**src/hdl/mode_ctrl_pkg.sv**
```systemverilog
package mode_ctrl_pkg;

   // Bus geometry
   localparam int ADDR_W = 4;
   localparam int DATA_W = 16;

   // Register indices (word address on the plain port)
   localparam logic [3:0] REG_MODE_STATUS  = 4'h0;
   localparam logic [3:0] REG_MODE_CONFIG  = 4'h1;
   localparam logic [3:0] REG_GROUP_GRANT  = 4'h2;
   localparam logic [3:0] REG_EVENT_STATUS = 4'h3;
   localparam logic [3:0] REG_EVENT_CLEAR  = 4'h4;
   localparam logic [3:0] REG_EVENT_ENABLE = 4'h5;

   // Mode status fields
   localparam int MS_SM_BIT     = 0;
   localparam int MS_SSM_BIT    = 1;
   localparam int MS_SUB_LSB    = 2;
   localparam int MS_IRQ_ACTIVE = 4;
   // Mode config fields
   localparam int MC_IRQ_SYS    = 0;
   // Event status fields
   localparam int EV_BAD_SYSTEM_VECTOR_CALL   = 0;
   localparam int EV_BAD_INTERRUPT_RETURN_INSTRUCTION   = 1;
   localparam int EV_OVERFLOW   = 2;
   localparam int EV_USER_ENTRY = 3;
   localparam int EV_W          = 4;

   // Reset values
   localparam logic        RST_SSM     = 1'b1;
   localparam logic        RST_SM      = 1'b1;
   localparam logic        RST_IRQ_SYS = 1'b1;
   localparam logic [15:0] RST_GRANT   = 16'h0000;
   localparam logic [3:0]  RST_EV_EN   = 4'h0;

   // Fixed answer of a refused or unmapped read
   localparam logic [15:0] FIXED_READ = 16'h0000;

   // User entry address for long, absolute and extended calls
   localparam logic [23:0] USER_ENTRY_ADDR = 24'h800000;

   // Peripheral register groups
   localparam int GROUPS  = 16;
   localparam int GROUP_W = 4;

   // Return stack and strap settle defaults
   localparam int STACK_DEPTH = 8;
   localparam logic [1:0] STRAP_SETTLE = 2'h3;

   typedef enum logic [1:0]
   {
      SUB_BOOT   = 2'b00,
      SUB_TEST   = 2'b01,
      SUB_VENDOR = 2'b10
   } sub_mode_e;

   typedef struct packed
   {
      logic ssm;
      logic sm;
   } mode_s;

   typedef struct packed
   {
      mode_s mode;
      logic  from_irq;
   } frame_s;

   typedef struct packed
   {
      logic        exception;
      logic        interrupt;
      logic        system_vector_call;
      logic        interrupt_return_instruction;
      logic        far_call;
      logic [23:0] call_target;
   } cpu_event_s;

   typedef struct packed
   {
      logic              wr;
      logic              rd;
      logic [ADDR_W-1:0] addr;
      logic [DATA_W-1:0] wdata;
   } bus_req_s;

endpackage : mode_ctrl_pkg

```
**src/hdl/cpu_privilege_mode_control.sv**
```systemverilog
// Our own choices: strobed register access and the placing of the registers.
`timescale 1ns/1ps
// Functional notes
// - Two mode bits: super-system picks a sub-mode, system bit, both clear means user.
// - A system-vector call sets the system mode bit.
// - System-vector calls are legal only in user mode, else an exception.
// - Every exception entry sets the system mode bit.
// - A system-writable setting chooses whether interrupts run in system mode.
// - Interrupt return restores both mode bits saved at entry.
// - User-mode return needs user-mode interrupts and an active interrupt, else exception.
// - A far call to the user entry address from system mode enters user mode.
// - The user entry call pushes no return address.
// - Register writes can only clear the mode bits.
// - System mode reaches every special function register.
// - User mode reaches a peripheral group only when system code granted it.
// - Application code reaches the super-system sub-modes only by an interrupt return to a frame saved there.
// - Refused writes do nothing, refused reads return a fixed value.
// - Outside user mode all sixteen groups report full access.

module cpu_privilege_mode_control #(
   parameter int STACK_DEPTH = mode_ctrl_pkg::STACK_DEPTH
) (
   input  wire logic                                clk,
   input  wire logic                                rst,
   input  wire mode_ctrl_pkg::cpu_event_s           cpu_event,
   input  wire mode_ctrl_pkg::bus_req_s             bus_req,
   input  wire logic [1:0]                          sub_mode_strap,
   input  wire logic                                periph_req,
   input  wire logic [mode_ctrl_pkg::GROUP_W-1:0]   periph_group,
   output logic [mode_ctrl_pkg::DATA_W-1:0]         rdata,
   output mode_ctrl_pkg::mode_s                     mode_status,
   output mode_ctrl_pkg::sub_mode_e                 sub_mode,
   output logic                                     interrupt_active,
   output logic                                     raise_exception,
   output logic                                     return_push,
   output logic                                     user_entry,
   output logic [mode_ctrl_pkg::GROUPS-1:0]         periph_rights,
   output logic                                     periph_allow,
   output logic                                     periph_deny,
   output logic                                     irq
);

   if (STACK_DEPTH < 2)
   begin : g_check
      $error("cpu_privilege_mode_control: STACK_DEPTH must be at least 2");
   end

   typedef struct packed
   {
      mode_ctrl_pkg::mode_s              mode;
      mode_ctrl_pkg::sub_mode_e          sub;
      logic                              irq_sys;
      logic [mode_ctrl_pkg::GROUPS-1:0]  grant;
      logic [mode_ctrl_pkg::EV_W-1:0]    ev_stat;
      logic [mode_ctrl_pkg::EV_W-1:0]    ev_en;
      logic [mode_ctrl_pkg::DATA_W-1:0]  rdata;
      logic                              irq_act;
      logic                              raise;
      logic                              push_ret;
      logic                              user_entry;
      logic [mode_ctrl_pkg::GROUPS-1:0]  rights;
      logic                              allow;
      logic                              deny;
      logic                              irq;
      logic [1:0]                        strap_s1;
      logic [1:0]                        strap_s2;
      logic [1:0]                        strap_cnt;
   } state_s;

   state_s q;
   state_s next_q;

   logic                             push;
   logic                             pop;
   mode_ctrl_pkg::frame_s            push_data;
   mode_ctrl_pkg::frame_s            stack_top;
   logic                             stack_empty;
   logic                             stack_full;
   logic [mode_ctrl_pkg::GROUPS-1:0] guard_rights;
   logic                             guard_allow;
   logic                             guard_deny;

   mode_return_stack #(
      .DEPTH (STACK_DEPTH)
   ) u_stack (
      .clk       (clk),
      .rst       (rst),
      .push      (push),
      .pop       (pop),
      .push_data (push_data),
      .top       (stack_top),
      .empty     (stack_empty),
      .full      (stack_full)
   );

   register_access_guard #(
      .GROUPS (mode_ctrl_pkg::GROUPS)
   ) u_guard (
      .mode   (q.mode),
      .grant  (q.grant),
      .req    (periph_req),
      .group  (periph_group),
      .rights (guard_rights),
      .allow  (guard_allow),
      .deny   (guard_deny)
   );

   always_comb
   begin
      logic                           in_user;
      logic                           in_sys;
      logic                           privileged;
      logic                           enter_exc;
      logic                           interrupt_return_instruction_ok;
      logic [mode_ctrl_pkg::EV_W-1:0] ev_set;
      logic [mode_ctrl_pkg::EV_W-1:0] ev_clr;
      logic [mode_ctrl_pkg::DATA_W-1:0] rd_val;

      in_user    = !q.mode.ssm && !q.mode.sm;
      in_sys     = !q.mode.ssm && q.mode.sm;
      privileged = !in_user;
      enter_exc  = 1'b0;
      interrupt_return_instruction_ok    = 1'b0;
      ev_set     = '0;
      ev_clr     = '0;
      rd_val     = mode_ctrl_pkg::FIXED_READ;

      next_q            = q;
      next_q.raise      = 1'b0;
      next_q.push_ret   = 1'b0;
      next_q.user_entry = 1'b0;
      push              = 1'b0;
      pop               = 1'b0;
      push_data         = '{mode: q.mode, from_irq: 1'b0};

      // Strap synchroniser; sub-mode caught once after reset release
      next_q.strap_s1 = sub_mode_strap;
      next_q.strap_s2 = q.strap_s1;
      if (q.strap_cnt != mode_ctrl_pkg::STRAP_SETTLE)
      begin
         next_q.strap_cnt = q.strap_cnt + 2'h1;
         case (q.strap_s2)
            2'b01:   next_q.sub = mode_ctrl_pkg::SUB_TEST;
            2'b10:   next_q.sub = mode_ctrl_pkg::SUB_VENDOR;
            default: next_q.sub = mode_ctrl_pkg::SUB_BOOT;
         endcase
      end

      // CPU mode transitions, one event per cycle by priority
      if (cpu_event.exception)
      begin
         enter_exc = 1'b1;
      end
      else if (cpu_event.interrupt)
      begin
         push_data.from_irq = 1'b1;
         push               = 1'b1;
         if (stack_full)
         begin
            ev_set[mode_ctrl_pkg::EV_OVERFLOW] = 1'b1;
         end
         if (q.irq_sys)
         begin
            next_q.mode.sm = 1'b1;
         end
      end
      else if (cpu_event.system_vector_call)
      begin
         if (in_user)
         begin
            push            = 1'b1;
            next_q.mode.sm  = 1'b1;
            next_q.push_ret = 1'b1;
            if (stack_full)
            begin
               ev_set[mode_ctrl_pkg::EV_OVERFLOW] = 1'b1;
            end
         end
         else
         begin
            next_q.raise = 1'b1;
            ev_set[mode_ctrl_pkg::EV_BAD_SYSTEM_VECTOR_CALL] = 1'b1;
            enter_exc = 1'b1;
         end
      end
      else if (cpu_event.interrupt_return_instruction)
      begin
         interrupt_return_instruction_ok = !stack_empty && (privileged || (!q.irq_sys && stack_top.from_irq));
         if (interrupt_return_instruction_ok)
         begin
            pop         = 1'b1;
            next_q.mode = stack_top.mode;
         end
         else
         begin
            next_q.raise = 1'b1;
            ev_set[mode_ctrl_pkg::EV_BAD_INTERRUPT_RETURN_INSTRUCTION] = 1'b1;
            enter_exc = 1'b1;
         end
      end
      else if (cpu_event.far_call && in_sys &&
               (cpu_event.call_target == mode_ctrl_pkg::USER_ENTRY_ADDR))
      begin
         next_q.mode.sm    = 1'b0;
         next_q.user_entry = 1'b1;
         ev_set[mode_ctrl_pkg::EV_USER_ENTRY] = 1'b1;
      end

      if (enter_exc)
      begin
         push           = 1'b1;
         next_q.mode.sm = 1'b1;
         if (stack_full)
         begin
            ev_set[mode_ctrl_pkg::EV_OVERFLOW] = 1'b1;
         end
      end

      // Register writes
      if (bus_req.wr)
      begin
         case (bus_req.addr)
            mode_ctrl_pkg::REG_MODE_STATUS:
            begin
               // Clear-only; no write path ever sets the super-system bit
               next_q.mode.sm  = next_q.mode.sm && bus_req.wdata[mode_ctrl_pkg::MS_SM_BIT];
               next_q.mode.ssm = next_q.mode.ssm && bus_req.wdata[mode_ctrl_pkg::MS_SSM_BIT];
            end
            mode_ctrl_pkg::REG_MODE_CONFIG:
            begin
               if (privileged)
               begin
                  next_q.irq_sys = bus_req.wdata[mode_ctrl_pkg::MC_IRQ_SYS];
               end
            end
            mode_ctrl_pkg::REG_GROUP_GRANT:
            begin
               if (privileged)
               begin
                  next_q.grant = bus_req.wdata;
               end
            end
            mode_ctrl_pkg::REG_EVENT_CLEAR:
            begin
               if (privileged)
               begin
                  ev_clr = bus_req.wdata[mode_ctrl_pkg::EV_W-1:0];
               end
            end
            mode_ctrl_pkg::REG_EVENT_ENABLE:
            begin
               if (privileged)
               begin
                  next_q.ev_en = bus_req.wdata[mode_ctrl_pkg::EV_W-1:0];
               end
            end
            default:
            begin
               next_q.ev_en = next_q.ev_en;
            end
         endcase
      end

      // Sticky events: a set in the clearing cycle wins
      next_q.ev_stat = (q.ev_stat & ~ev_clr) | ev_set;
      next_q.irq     = |(next_q.ev_stat & next_q.ev_en);

      // Register reads, answered in the next cycle
      if (bus_req.rd)
      begin
         case (bus_req.addr)
            mode_ctrl_pkg::REG_MODE_STATUS:
            begin
               rd_val = '0;
               rd_val[mode_ctrl_pkg::MS_SM_BIT]  = q.mode.sm;
               rd_val[mode_ctrl_pkg::MS_SSM_BIT] = q.mode.ssm;
               rd_val[mode_ctrl_pkg::MS_SUB_LSB +: 2] = q.sub;
               rd_val[mode_ctrl_pkg::MS_IRQ_ACTIVE] = q.irq_act;
            end
            mode_ctrl_pkg::REG_MODE_CONFIG:
            begin
               rd_val = '0;
               rd_val[mode_ctrl_pkg::MC_IRQ_SYS] = q.irq_sys;
            end
            mode_ctrl_pkg::REG_GROUP_GRANT:
            begin
               rd_val = q.grant;
            end
            mode_ctrl_pkg::REG_EVENT_STATUS:
            begin
               if (privileged)
               begin
                  rd_val = {{(mode_ctrl_pkg::DATA_W - mode_ctrl_pkg::EV_W){1'b0}}, q.ev_stat};
               end
            end
            mode_ctrl_pkg::REG_EVENT_ENABLE:
            begin
               if (privileged)
               begin
                  rd_val = {{(mode_ctrl_pkg::DATA_W - mode_ctrl_pkg::EV_W){1'b0}}, q.ev_en};
               end
            end
            default:
            begin
               rd_val = mode_ctrl_pkg::FIXED_READ;
            end
         endcase
      end
      next_q.rdata = rd_val;

      // Interrupt frame on top of the return stack after this cycle's push; cleared for one cycle after a pop
      if (push && !stack_full)
      begin
         next_q.irq_act = push_data.from_irq;
      end
      else if (pop)
      begin
         next_q.irq_act = 1'b0;
      end
      else
      begin
         next_q.irq_act = !stack_empty && stack_top.from_irq;
      end

      // Peripheral access answer, registered
      next_q.rights = guard_rights;
      next_q.allow  = guard_allow;
      next_q.deny   = guard_deny;
   end

   always_ff @(posedge clk)
   begin
      if (rst)
      begin
         q            <= '0;
         q.mode.ssm   <= mode_ctrl_pkg::RST_SSM;
         q.mode.sm    <= mode_ctrl_pkg::RST_SM;
         q.sub        <= mode_ctrl_pkg::SUB_BOOT;
         q.irq_sys    <= mode_ctrl_pkg::RST_IRQ_SYS;
         q.grant      <= mode_ctrl_pkg::RST_GRANT;
         q.ev_en      <= mode_ctrl_pkg::RST_EV_EN;
         q.rdata      <= mode_ctrl_pkg::FIXED_READ;
         q.rights     <= '1;
      end
      else
      begin
         q <= next_q;
      end
   end

   assign rdata            = q.rdata;
   assign mode_status      = q.mode;
   assign sub_mode         = q.sub;
   assign interrupt_active = q.irq_act;
   assign raise_exception  = q.raise;
   assign return_push      = q.push_ret;
   assign user_entry       = q.user_entry;
   assign periph_rights    = q.rights;
   assign periph_allow     = q.allow;
   assign periph_deny      = q.deny;
   assign irq              = q.irq;

endmodule : cpu_privilege_mode_control

```
**src/hdl/mode_return_stack.sv**
```systemverilog
`timescale 1ns/1ps

module mode_return_stack #(
   parameter int DEPTH = mode_ctrl_pkg::STACK_DEPTH
) (
   input  wire logic                 clk,
   input  wire logic                 rst,
   input  wire logic                 push,
   input  wire logic                 pop,
   input  wire mode_ctrl_pkg::frame_s push_data,
   output mode_ctrl_pkg::frame_s     top,
   output logic                      empty,
   output logic                      full
);

   localparam int PTR_W = $clog2(DEPTH + 1);

   if (DEPTH < 2)
   begin : g_check
      $error("mode_return_stack: DEPTH must be at least 2");
   end

   typedef struct packed
   {
      mode_ctrl_pkg::frame_s [DEPTH-1:0] mem;
      logic [PTR_W-1:0]                  level;
   } stack_s;

   stack_s q;
   stack_s next_q;

   always_comb
   begin
      next_q = q;
      if (push && (q.level != PTR_W'(DEPTH)))
      begin
         next_q.mem[q.level[PTR_W-1:0]] = push_data;
         next_q.level = q.level + PTR_W'(1);
      end
      else if (pop && (q.level != '0))
      begin
         next_q.level = q.level - PTR_W'(1);
      end
   end

   always_ff @(posedge clk)
   begin
      if (rst)
      begin
         q <= '0;
      end
      else
      begin
         q <= next_q;
      end
   end

   assign empty = (q.level == '0);
   assign full  = (q.level == PTR_W'(DEPTH));
   assign top   = empty ? '0 : q.mem[q.level - PTR_W'(1)];

endmodule : mode_return_stack

```
**src/hdl/register_access_guard.sv**
```systemverilog
`timescale 1ns/1ps

module register_access_guard #(
   parameter int GROUPS = mode_ctrl_pkg::GROUPS
) (
   input  wire mode_ctrl_pkg::mode_s mode,
   input  wire logic [GROUPS-1:0]    grant,
   input  wire logic                 req,
   input  wire logic [$clog2(GROUPS)-1:0] group,
   output logic [GROUPS-1:0]         rights,
   output logic                      allow,
   output logic                      deny
);

   if (GROUPS < 2)
   begin : g_check
      $error("register_access_guard: GROUPS must be at least 2");
   end

   always_comb
   begin
      // Full rights outside user mode, granted groups only in user mode
      rights = (mode.ssm || mode.sm) ? '1 : grant;
      allow  = req && rights[group];
      deny   = req && !rights[group];
   end

endmodule : register_access_guard

```
**config.mk**
```make
export PLATFORM = sky130hd
export DESIGN_NAME = cpu_privilege_mode_control
export DESIGN_NICKNAME = d
export VERILOG_FILES = /design/src/hdl/mode_ctrl_pkg.sv /design/src/hdl/cpu_privilege_mode_control.sv /design/src/hdl/mode_return_stack.sv /design/src/hdl/register_access_guard.sv
export SDC_FILE = /design/constraint.sdc
export NUM_CORES = 1
export LEC_CHECK = 0
export ABC_CLOCK_PERIOD_IN_PS = 3400
export BUFFER_PORTS_ARGS = -buffer_cell sky130_fd_sc_hd__buf_4
export CAP_MARGIN = 20
export CORE_ASPECT_RATIO = 1.4
export CORE_MARGIN = 2
export CORE_UTILIZATION = 54
export DETAILED_ROUTE_END_ITERATION = 16
export PLACE_DENSITY = 0.8
export SLEW_MARGIN = 15
export SYNTH_ARGS = -nofsm -noshare
export SYNTH_HDL_FRONTEND = slang
export SYNTH_SLANG_ARGS = --single-unit
```
**constraint.sdc**
```tcl
create_clock -name clk -period 3.4 [get_ports clk]
set_input_delay 0.51 -clock clk [delete_from_list [all_inputs] [get_ports clk]]
set_output_delay 0.51 -clock clk [all_outputs]
set_load 0.005 [all_outputs]
```
==> results.py <==
metrics = {
    "status": {
        "status": "finished, final reports clean",
    },
    "synth": {
        "syn_avg_cell_area_sq_um": 9.35,
        "synthArstFlopShare_pct": 0,
        "synth-seq-cells": 102,
        "synth_warnings": 0,
        "yosysSeqAreaShare_pct": 44.8,
        "synth_fp_nets": 553,
        "synthTopCellsByArea": "dfxtp_1, mux2i_1, buf_4",
        "synthDistinctLibCells": 57,
        "ys.flop_type": "dfxtp_1",
        "synth_edf_count": 0,
        "syn-instance-count": 488,
        "synthesis.area_sq_mm": 0.00456,
        "synth_top_area_cell": "dfxtp_1",
        "yosysTopAreaCellShare_pct": 44.8,
    },
    "finish": {
        "diodes": 0,
        "area_delta_synth_final_pct": 19.0,
        "post_route_cells_drive_above_1_share_pct": 27.1,
        "final_util_pct": 66.2,
        "nets": 610,
        "nFillCells": 685,
    },
    "power": {
        "leakage_nw": 2.12,
        "powerDensity_mw_per_mm2": 514,
        "peakVddDrop_mv": 0.353,
        "internal_power_mw": 2.04,
        "switching_share_pct": 26.8,
        "pwr-share-comb_pct": 16.6,
        "seq_power_share_pct": 46.4,
        "power_switching_mw": 0.748,
        "pwr-share-clk_pct": 36.9,
    },
    "clock_network": {
        "root_buffer": "clkbuf_16",
        "post-cts-setup-buffers": 0,
        "cts_buffer_depth": 2,
        "clk_pin_slew_ns": 0.07,
        "htree_levels": 3,
        "clk_latency_ns": 0.35,
        "cts_tree": "done",
        "ctsResizeCount": 0,
        "cts_made_buffers": 9,
        "clkSinkCount": 102,
        "holdBufCountCts": 0,
    },
    "drt": {
        "num_vias": 3667,
        "route.detailed.drc": 0,
        "wl_um": 11000,
        "routed_via_density": 5.62,
        "first_iter_violations": 179,
        "drtPass1Iterations": 5,
        "final_antenna_net_count": 0,
        "drt-wirelength-per-cell_um": 16.8,
    },
    "timing": {
        "period_needed_ns": 2.76,
        "setup_viol": 0,
        "hold_slack_ns": 0.371,
        "slew_violations": 0,
        "rsz0062_at_grt": "no",
        "tightest_slew_ns": 0.992,
        "finalWorstSetupSlack_ns": 0.637,
        "fin_worst_skew_ns": 0.00655,
        "max_freq_mhz": 362,
        "slew_headroom_pct": 33.5,
        "finalHoldViolCount": 0,
        "fin_setup_tns_ns": 0,
        "period_share_pct": 81.3,
    },
    "floorplan": {
        "die_h_um": 113,
        "initial_core_util_pct": 55.6,
        "coreArea_sq_mm": 0.00820,
        "die-area_sq_mm": 0.00921,
        "die_w_um": 81.7,
        "rows": 39,
        "pin_count": 103,
    },
    "grt": {
        "grt_max_degree": 89,
        "track_usage_pct": 24.9,
        "overflow": 0,
        "grt_pass1_wl_um": 17700,
        "first_global_vias": 3710,
        "antenna_found_initial": 0,
    },
    "critical_path": {
        "cpPeakStageDelay_ns": 0.51,
        "cp_slowest_cell": "ha_1",
        "start_kind": "flop",
        "end_kind": "flop",
        "crit_path_cell_trace": "inv_1 > ha_1 > mux4_2 > nand3_1 > nand4_2 > a31oi_4 > a22oi_1 > mux2_1",
        "critPathKind": "reg -> reg",
        "critPathArrivalTime_ns": 3.00,
        "crit_fanout": 10,
        "required_ns": 3.64,
    },
    "job": {
        "maxCapViolations": 0,
    },
    "placed_design": {
        "io_buffers": 102,
        "hpwlAfterDp_um": 8040,
        "place_ws_ns": 0.693,
        "globalplace.congestion": 0.933,
    },
    "worst_hold_path": {
        "hp-class": "in -> reg",
    },
}
==> placed cells by master, fill, tap and decap left out, types with 3 or more instances in the layout <==
master     count
a21oi_1       23
a21oi_2        8
a22oi_1        9
a31oi_1        7
and2_1        11
buf_4        108
clkbuf_16      9
dfxtp_1      102
ha_1           5
inv_1          7
mux2i_1       31
mux4_2        11
nand2_1       58
nand2b_1       3
nand3_1       10
nand3b_1       3
nand4_1        3
nor2_1        52
nor2b_1        7
nor3_1         4
nor3b_1        3
nor4_1         7
nor4b_1        3
o21ai_0        5
o21ai_1        3
or3_1         18
or4_1          3
==> synth_stat cells, types with 2 or more instances <==
cell type and count:
a31oi_1 7, mux4_2 11, xor2_1 2, nor3b_1 3
or3_1 18, a21oi_2 8, nand2_1 58, nor4b_1 3
inv_1 7, nor2b_1 7, nor3_1 5, nand2b_1 3
nand3_1 10, buf_2 2, clkbuf_1 22, dfxtp_1 102
or4_1 3, nand3b_1 3, and2_1 11, o21ai_0 5
nor4_1 7, buf_4 37, o21ai_1 3, ha_1 5
nand4_1 3, nor2_1 52, mux2i_1 31, a22oi_1 9
a21oi_1 23
==> metrics by stage <==
stage,cells,instance area (sq um),power [mW]
5_1_grt,652,5430,2.90
4_1_cts,652,5430,2.80
2_1_floorplan,488,4560,1.64
6_report,652,5430,2.79
3_3_place_gp,636,5130,1.76
3_5_place_dp,636,5130,1.78
==> registers in the layout (all words and copies together) (netlist names) <==
name	count
q	29
u_stack.q	28
periph_rights	16
rdata	16
mode_status	2
next_q	2
sub_mode	2
interrupt_active	1
irq	1
periph_allow	1
periph_deny	1
raise_exception	1
return_push	1
user_entry	1
==> critical path: cells and delay by family, from the launching register on <==
| family | cells | cell delay (ns) |
|---|---|---|
| muxes | 2 | 0.73 |
| and+or+nand+nor | 2 | 0.35 |
| DFF | 1 | 0.41 |
| AOI/OAI and AO/OA | 2 | 0.52 |
| adders and majority gates | 1 | 0.51 |
| buffers and inverters | 1 | 0.14 |
==> area by class of cell <==
cell class,instances,area [sq um],share of cell area (%)
Inverter,7,26.3,0.484
Sequential cell,102,2040,37.6
Clock buffer,10,229,4.22
Multi-Input combinational cell,317,2120,39.1
Tap cell,102,128,2.35
Clock inverter,6,68.8,1.27
Timing Repair Buffer,108,811,14.9
==> final timing paths <==
check | slack (ns) | depth (start not counted) | to | from
hold reg to reg | 0.46 | 1 | q[2] | next_q[2]
hold / removal | 0.37 | 2 | next_q[3] | sub_mode_strap[1]
setup reg to reg | 0.64 | 8 | u_stack.q[2] | u_stack.q[1]
setup / recovery | 0.64 | 8 | u_stack.q[2] | u_stack.q[1]
==> per-layer routing <==
layer | track usage [%] | vias up | wire length, um
met3 | 5.82 | 37 | 652
met1 | 25.2 | 1719 | 3850
met2 | 44.9 | 128 | 5880
met5 | 0 | - | 0
li1 | - | 1783 | -
met4 | 14.6 | 0 | 595
==> power groups by stage <==
stage	clock network, mW	registers (mW)	logic [mW]
after global routing	1.09	1.30	0.507
after detailed placement	0	1.32	0.461
final	1.03	1.30	0.464
after floorplan	0	1.30	0.333
after global placement	0	1.32	0.444
after CTS	1.05	1.30	0.464
==> kinds of logic after synthesis <==
kind of cell | Yosys count | share of synthesized area [%]
simple gates | 194 | 21.0
xor+xnor | 3 | 0.576
buf+inv | 69 | 8.81
compound gates | 72 | 11.0
fa+ha+maj | 5 | 1.37
mux | 43 | 12.5
flops | 102 | 44.8
Power figures use the tool's default switching activity.
